File: config.mk
export PLATFORM = sky130hd
export DESIGN_NAME = fault_interrupt_enable_regs
export DESIGN_NICKNAME = d
export VERILOG_FILES = /design/src/fault_irq_pkg.sv /design/src/fault_flag.sv /design/src/fault_interrupt_enable_regs.sv
export SDC_FILE = /design/constraint.sdc
export NUM_CORES = 1
export LEC_CHECK = 0
export BUFFER_PORTS_ARGS = -buffer_cell sky130_fd_sc_hd__buf_4
export CAP_MARGIN = 20
export CELL_PAD_IN_SITES_DETAIL_PLACEMENT = 1
export CELL_PAD_IN_SITES_GLOBAL_PLACEMENT = 2
export CORE_ASPECT_RATIO = 0.75
export CORE_MARGIN = 4
export CORE_UTILIZATION = 32
export DETAILED_ROUTE_END_ITERATION = 8
export GPL_TIMING_DRIVEN = 0
export HOLD_SLACK_MARGIN = 0.1
export PLACE_DENSITY_LB_ADDON = 0.1
export SLEW_MARGIN = 0
export SYNTH_ARGS = -nofsm -noshare
export SYNTH_HDL_FRONTEND = slang
export SYNTH_SLANG_ARGS = --single-unit
File: constraint.sdc
create_clock -name core_clk -period 1.79 [get_ports core_clk]
set_clock_uncertainty 0.15 [all_clocks]
set_input_delay 0.0895 -clock core_clk [delete_from_list [all_inputs] [get_ports core_clk]]
set_output_delay 0.0895 -clock core_clk [all_outputs]
set_load 0.03 [all_outputs]
File: src/fault_irq_pkg.sv
// Constants, field layout and field coding for the fault interrupt enable registers
package fault_irq_pkg;

    localparam int ADDR_W = 8;
    localparam int DATA_W = 16;

    // Register offsets
    localparam logic [7:0] BOOST_EN_OFFSET    = 8'h0a;
    localparam logic [7:0] STRING_EN_OFFSET   = 8'h0c;
    localparam logic [7:0] BOOST_STAT_OFFSET  = 8'h30;
    localparam logic [7:0] STRING_STAT_OFFSET = 8'h32;

    // Values after reset
    localparam logic [15:0] BOOST_EN_RESET  = 16'ha028;
    localparam logic [15:0] STRING_EN_RESET = 16'h00aa;
    localparam logic [15:0] STAT_RESET      = 16'h0000;

    // Write codes and read codes of a 2-bit enable field
    localparam logic [1:0] CODE_DISABLE = 2'h1;
    localparam logic [1:0] CODE_ENABLE  = 2'h3;
    localparam logic [1:0] READ_ON      = 2'h2;
    localparam logic [1:0] READ_OFF     = 2'h0;

    // Field low-bit positions
    localparam int OVERTEMP_POS        = 14;
    localparam int CURRENT_RES_POS     = 12;
    localparam int STRING_CFG_RES_POS  = 10;
    localparam int MODE_RES_POS        = 8;
    localparam int FREQ_RES_POS        = 6;
    localparam int BOOST_OC_POS        = 4;
    localparam int BOOST_OV_POS        = 2;
    localparam int MASTER_POS          = 6;
    localparam int BUS_TIMEOUT_POS     = 4;
    localparam int BAD_STRING_CFG_POS  = 2;
    localparam int STRING_FAULT_POS    = 0;

    // Sources: 0..2 live in the string-side register, 3..9 in the boost-side one
    localparam int N_STRING_SRC = 3;
    localparam int N_SRC        = 10;

    function automatic bit src_is_boost(input int j);
        return j >= N_STRING_SRC;
    endfunction : src_is_boost

    // Low bit of the source's field; the status register uses the same pair
    function automatic int src_pos(input int j);
        return src_is_boost(j) ? 2 * (j - N_STRING_SRC + 1) : 2 * j;
    endfunction : src_pos

    // Only the two defined codes act; the others leave the state alone
    function automatic logic field_next(input logic cur, input logic [1:0] code);
        if (code == CODE_ENABLE)
            return 1'b1;
        else if (code == CODE_DISABLE)
            return 1'b0;
        else
            return cur;
    endfunction : field_next

    function automatic logic [1:0] field_read(input logic en);
        return en ? READ_ON : READ_OFF;
    endfunction : field_read

endpackage : fault_irq_pkg
File: src/fault_flag.sv
// One latched fault flag with a paired status/clear write
`timescale 1ns/1ps
module fault_flag
(
    input  wire logic core_clk,
    input  wire logic rstn,
    input  wire logic set,
    input  wire logic clr,
    output logic      flag
);
    logic flag_reg;
    logic flag_next;

    // A fault present in the clearing cycle keeps the flag up
    assign flag_next = set | (flag_reg & ~clr);

    always_ff @(posedge core_clk or negedge rstn)
    begin
        if (!rstn)
            flag_reg <= 1'b0;
        else
            flag_reg <= flag_next;
    end

    assign flag = flag_reg;
endmodule : fault_flag

File: src/fault_interrupt_enable_regs.sv
// Fault interrupt enable registers, latched fault flags and interrupt output
//
// The plain strobed port was decided locally.
`timescale 1ns/1ps

// Contract
// Boost-side enable register at offset 0x0A, 16 bits, resets to 0xA028.
// Writing code 1 into an enable field disables that source.
// Writing code 3 into an enable field enables that source.
// A field reads 2 when enabled, 0 when disabled; low bit always zero.
// Bits 15-14 gate over-temperature shutdown, enabled after reset.
// Bits 13-12 gate current resistor short to ground, enabled after reset.
// Bits 11-10 gate missing string-configuration resistor, disabled after reset.
// Bits 9-8 gate missing mode-selection resistor, disabled after reset.
// Bits 7-6 gate missing switching-frequency resistor, disabled after reset.
// Bits 5-4 gate boost over-current, enabled after reset.
// Bits 3-2 gate boost over-voltage high, enabled after reset.
// Boost bits 1-0 and string bits 15-8 are reserved, read zero.
// String-side register at 0x0C resets to 0xAA; master enable at bits 7-6.
// String bits 5-4 gate serial bus timeout, enabled after reset.
// String bits 3-2 gate invalid string configuration, enabled after reset.
// String bits 1-0 gate combined string faults, enabled after reset.
// A fault clears only when status and paired clear bit are written one.
// Codes 0 and 2 leave an enable field unchanged.
// Interrupt asserts only with master enable and an enabled latched fault.
module fault_interrupt_enable_regs
    import fault_irq_pkg::*;
(
    input  wire logic              core_clk,
    input  wire logic              rstn,
    input  wire logic [ADDR_W-1:0] addr,
    input  wire logic [DATA_W-1:0] wr_data,
    input  wire logic              wr_en,
    input  wire logic              rd_en,
    input  wire logic              overtemp_fault,
    input  wire logic              current_resistor_short_fault,
    input  wire logic              string_cfg_resistor_missing_fault,
    input  wire logic              mode_resistor_missing_fault,
    input  wire logic              freq_resistor_missing_fault,
    input  wire logic              boost_overcurrent_fault,
    input  wire logic              boost_overvoltage_high_fault,
    input  wire logic              bus_timeout_fault,
    input  wire logic              bad_string_cfg_fault,
    input  wire logic              string_fault,
    output logic [DATA_W-1:0]      rd_data,
    output logic                   irq
);

    logic [N_SRC-1:0]  fault_in;
    logic [N_SRC-1:0]  en_reg;
    logic [N_SRC-1:0]  status;
    logic              master_en_reg;
    logic              master_en_next;
    logic [DATA_W-1:0] rd_data_reg;
    logic [DATA_W-1:0] rd_data_next;
    logic              irq_reg;
    logic              irq_next;

    wire               wr_boost_en;
    wire               wr_string_en;
    wire               wr_boost_stat;
    wire               wr_string_stat;
    wire  [DATA_W-1:0] boost_en_img;
    wire  [DATA_W-1:0] string_en_img;
    wire  [DATA_W-1:0] boost_stat_img;
    wire  [DATA_W-1:0] string_stat_img;
    wire  [DATA_W-1:0] read_mux;

    // Source order follows the field order, lowest field first
    assign fault_in = {overtemp_fault,
                       current_resistor_short_fault,
                       string_cfg_resistor_missing_fault,
                       mode_resistor_missing_fault,
                       freq_resistor_missing_fault,
                       boost_overcurrent_fault,
                       boost_overvoltage_high_fault,
                       bus_timeout_fault,
                       bad_string_cfg_fault,
                       string_fault};

    assign wr_boost_en    = wr_en && (addr == BOOST_EN_OFFSET);
    assign wr_string_en   = wr_en && (addr == STRING_EN_OFFSET);
    assign wr_boost_stat  = wr_en && (addr == BOOST_STAT_OFFSET);
    assign wr_string_stat = wr_en && (addr == STRING_STAT_OFFSET);

    // Reserved fields and unused clear positions read as zero
    assign boost_en_img[1:0]        = 2'h0;
    assign string_en_img[15:8]      = 8'h00;
    assign boost_stat_img[1:0]      = 2'h0;
    assign string_stat_img[15:6]    = 10'h000;
    assign string_en_img[MASTER_POS+1:MASTER_POS] = field_read(master_en_reg);

    genvar j;
    generate
        for (j = 0; j < N_SRC; j++)
        begin : g_src
            localparam int  POS  = src_pos(j);
            localparam bit  BST  = src_is_boost(j);
            localparam logic RST = BST ? BOOST_EN_RESET[POS+1] : STRING_EN_RESET[POS+1];

            wire       wr_field;
            wire       clr;
            wire       en_next;
            wire [1:0] code;

            assign wr_field = BST ? wr_boost_en : wr_string_en;
            assign code     = wr_data[POS+1:POS];
            assign en_next  = wr_field ? field_next(en_reg[j], code) : en_reg[j];
            // Both bits of the pair must be one; a lone status write is ignored
            assign clr      = (BST ? wr_boost_stat : wr_string_stat)
                              && wr_data[POS+1] && wr_data[POS];

            // Reset picks each field's state from the register reset value
            always_ff @(posedge core_clk or negedge rstn)
            begin
                if (!rstn)
                    en_reg[j] <= RST;
                else
                    en_reg[j] <= en_next;
            end

            fault_flag u_flag
            (
                .core_clk (core_clk),
                .rstn     (rstn),
                .set      (fault_in[j]),
                .clr      (clr),
                .flag     (status[j])
            );

            if (BST)
            begin : g_boost
                assign boost_en_img[POS+1:POS]   = field_read(en_reg[j]);
                assign boost_stat_img[POS+1:POS] = {status[j], 1'b0};
            end
            else
            begin : g_string
                assign string_en_img[POS+1:POS]   = field_read(en_reg[j]);
                assign string_stat_img[POS+1:POS] = {status[j], 1'b0};
            end
        end
    endgenerate

    assign master_en_next = wr_string_en ?
                            field_next(master_en_reg, wr_data[MASTER_POS+1:MASTER_POS]) :
                            master_en_reg;

    always_ff @(posedge core_clk or negedge rstn)
    begin
        if (!rstn)
            master_en_reg <= STRING_EN_RESET[MASTER_POS+1];
        else
            master_en_reg <= master_en_next;
    end

    // Unmapped offsets read zero; data appear only in the cycle after the strobe
    assign read_mux = (addr == BOOST_EN_OFFSET)    ? boost_en_img    :
                      (addr == STRING_EN_OFFSET)   ? string_en_img   :
                      (addr == BOOST_STAT_OFFSET)  ? boost_stat_img  :
                      (addr == STRING_STAT_OFFSET) ? string_stat_img :
                      STAT_RESET;
    assign rd_data_next = rd_en ? read_mux : STAT_RESET;

    always_ff @(posedge core_clk or negedge rstn)
    begin
        if (!rstn)
            rd_data_reg <= STAT_RESET;
        else
            rd_data_reg <= rd_data_next;
    end

    // Registered so the pin is glitch-free; costs one cycle of latency
    assign irq_next = master_en_reg && |(status & en_reg);

    always_ff @(posedge core_clk or negedge rstn)
    begin
        if (!rstn)
            irq_reg <= 1'b0;
        else
            irq_reg <= irq_next;
    end

    assign rd_data = rd_data_reg;
    assign irq     = irq_reg;
endmodule : fault_interrupt_enable_regs

==> flow_metrics.env <==
export IMPL_status="complete, no violations"
export IMPL_use_met1_pct=22.1
export IMPL_comb_power_share_pct=16.3
export IMPL_grt_max_degree=31
export IMPL_drt_iter0_markers=53
export IMPL_clk_path_buf_depth=2
export IMPL_leakage_nw=1.01
export IMPL_clock_sinks=30
export IMPL_synth_cells=134
export IMPL_worst_slack_ns=0.126
export IMPL_setup_tns_ns=0
export IMPL_switching_power_uw=347
export IMPL_clk_latency_ns=0.28
export IMPL_hold_class="in -> reg"
export IMPL_wl_per_cell_um=16.5
export IMPL_cp_start_kind="input port"
export IMPL_path_class="in -> reg"
export IMPL_fin_nets=262
export IMPL_finalHoldViolCount=0
export IMPL_cp_data_required_time_ns=1.80
export IMPL_syn_area_sq_um=1510
export IMPL_antenna_found_initial=0
export IMPL_cts_tree="yes"
export IMPL_swShare_pct=24.0
export IMPL_path_clk_slew_ns=0.06
export IMPL_row_count=21
export IMPL_yosys_top_cells_area="dfrtp_1, dfstp_2, mux2_1"
export IMPL_vias=1398
export IMPL_ir_worst_vdd_uv=333
export IMPL_htree_levels=2
export IMPL_cp_data_arrival_time_ns=1.68
export IMPL_rsz0062_at_grt="false"
export IMPL_busiest_layer="met2"
export IMPL_setup_violations=0
export IMPL_ant_nets=0
export IMPL_yosysSeqAreaShare_pct=50.4
export IMPL_cts_root_buf="clkbuf_8"
export IMPL_path_max_fanout=7
export IMPL_r2r_slack_ns=0.46
export IMPL_use_met3_pct=3.78
export IMPL_wl_um=4640
export IMPL_n_antenna_cell=0
export IMPL_area_growth_syn_to_layout_pct=54.6
export IMPL_core_area_sq_um=4520
export IMPL_hpwlAfterDp_um=3220
export IMPL_maxCapViolCount=0
export IMPL_seqPwrFrac_pct=48.2
export IMPL_timing_final_max_slew_violations=0
export IMPL_drive_gt1_share_pct=34.2
export IMPL_yosys_area_top_type="dfrtp_1"
export IMPL_ys_warn_count=0
export IMPL_track_usage_pct=17.2
export IMPL_drt_pass1_iterations=4
export IMPL_numCtsBuffers=5
export IMPL_die_height_um=67.5
export IMPL_netlist_top_cells_count="dfrtp_1, nand2_1, nand3_1"
export IMPL_fin_crit_ns=1.66
export IMPL_io_buffers=46
export IMPL_dieArea_sq_um=5890
export IMPL_synth_ff_type="dfrtp_1"
export IMPL_start_util_pct=33.4
export IMPL_worst_slew_pin_slew_ns=0.545
export IMPL_ys_seq_elements=30
export IMPL_yosysMostFrequentCell="dfrtp_1"
export IMPL_synth_top_area_share_pct=36.5
export IMPL_fmax_ghz=0.601
export IMPL_grt_pass1_wl_um=7650
export IMPL_drcViolationCount=0
export IMPL_ios=55
export IMPL_grt_util_met2_pct=29.6
export IMPL_async_flop_share_pct=100
export IMPL_synth_edf_count=0
export IMPL_gp_congestion=0.805
export IMPL_end_kind="flip-flop"
export IMPL_viasPerCell=4.96
export IMPL_globalRouteOverflowTotal=0
export IMPL_slew_headroom_pct=63.5
export IMPL_grt_pass1_vias=1554
export IMPL_clkPwrFrac_pct=35.4
export IMPL_period_share_pct=93.0
export IMPL_syn_area_per_cell_sq_um=11.3
export IMPL_synth_distinct_cells=34
export IMPL_die_w_um=87.3
export IMPL_p_int_mw=1.10
export IMPL_p_per_area_nw_per_um2=620
export IMPL_preCtsSetupSlack_ns=-0.120
==> cell usage in the layout, fill, tap and decap left out, drive strengths merged, types with 5 or more instances in the layout <==
| master | instances |
|---|---|
| a21o | 10 |
| a21oi | 5 |
| buf | 57 |
| clkbuf | 11 |
| conb | 8 |
| dfrtp | 22 |
| dfstp | 8 |
| dlygate4sd3 | 30 |
| mux2 | 11 |
| nand2 | 13 |
| nand3 | 11 |
| nand3b | 5 |
| nand4 | 5 |
==> repair_timing <==
item / in CTS / in global routing
gates resized for setup: 0 / 0
hold endpoints to repair: 55 / 0
hold buffers: 30 / 0
setup endpoints to repair: 0 / 0
setup buffers: 0 / 0
==> metrics by stage <==
stage | utilization, % | cell area, sq um | power, mW | cells | hold slack (ns)
floorplan | - | 1540 | 0.785 | 141 | -0.356
global placement | 43.2 | 1950 | 0.888 | 244 | -0.103
detailed placement | 43.2 | 1950 | 0.893 | 244 | -0.0994
CTS | 51.6 | 2330 | 1.47 | 282 | 0.118
global route | 51.6 | 2330 | 1.52 | 282 | 0.146
finish | 51.6 | 2330 | 1.44 | 282 | 0.126
==> path summary, 6_finish.rpt <==
path,start,to,cells after the start
max,addr[2],g_src[9].u_flag.flag,6
min,addr[2],rd_data[5],5
max reg2reg,en_reg[7],irq,3
min reg2reg,master_en_reg,irq,2
max in group asynchronous,rstn,en_reg[3],2
min in group asynchronous,rstn,g_src[4].u_flag.flag,2
==> cell families (layout without fill, tap and decap cells) <==
kind of cell	Yosys count	in the layout	share of synthesized area [%]
and+or+nand+nor	50	50	21.6
DFF	30	30	50.4
AOI/OAI and AO/OA	27	27	12.7
buffers and inverters	15	99	5.89
muxes	11	11	9.20
other	1	8	0.249
==> power by group through the flow <==
stage | Clock (mW) | Sequential (mW) | Combinational [mW]
global route | 0.568 | 0.697 | 0.257
floorplan | 0 | 0.708 | 0.0766
CTS | 0.537 | 0.697 | 0.236
detailed placement | 0 | 0.708 | 0.185
global placement | 0 | 0.708 | 0.180
finish | 0.512 | 0.697 | 0.236
==> layout make-up <==
type	instances	area, sq um
fillers	494	2190
multi-input cells	96	686
repair buffers	76	646
flip-flops and latches	30	761
inverters	1	3.75
plain buffers	14	85.1
well taps	57	71.3
clock buffers	8	80.1
==> per-layer routing <==
metal,wire (um),share of wire (%)
met5,0,0
met4,38,0.82
met3,236,5.1
met2,2240,48
met1,2130,46
==> critical path, stage by stage <==
cell	delay [ns]
buf_4	0.13
nor4bb_1	0.27
clkbuf_1	0.30
nor3b_2	0.54
nand3_1	0.15
a21o_1	0.20
No activity file was read; power rests on OpenSTA's default activity.
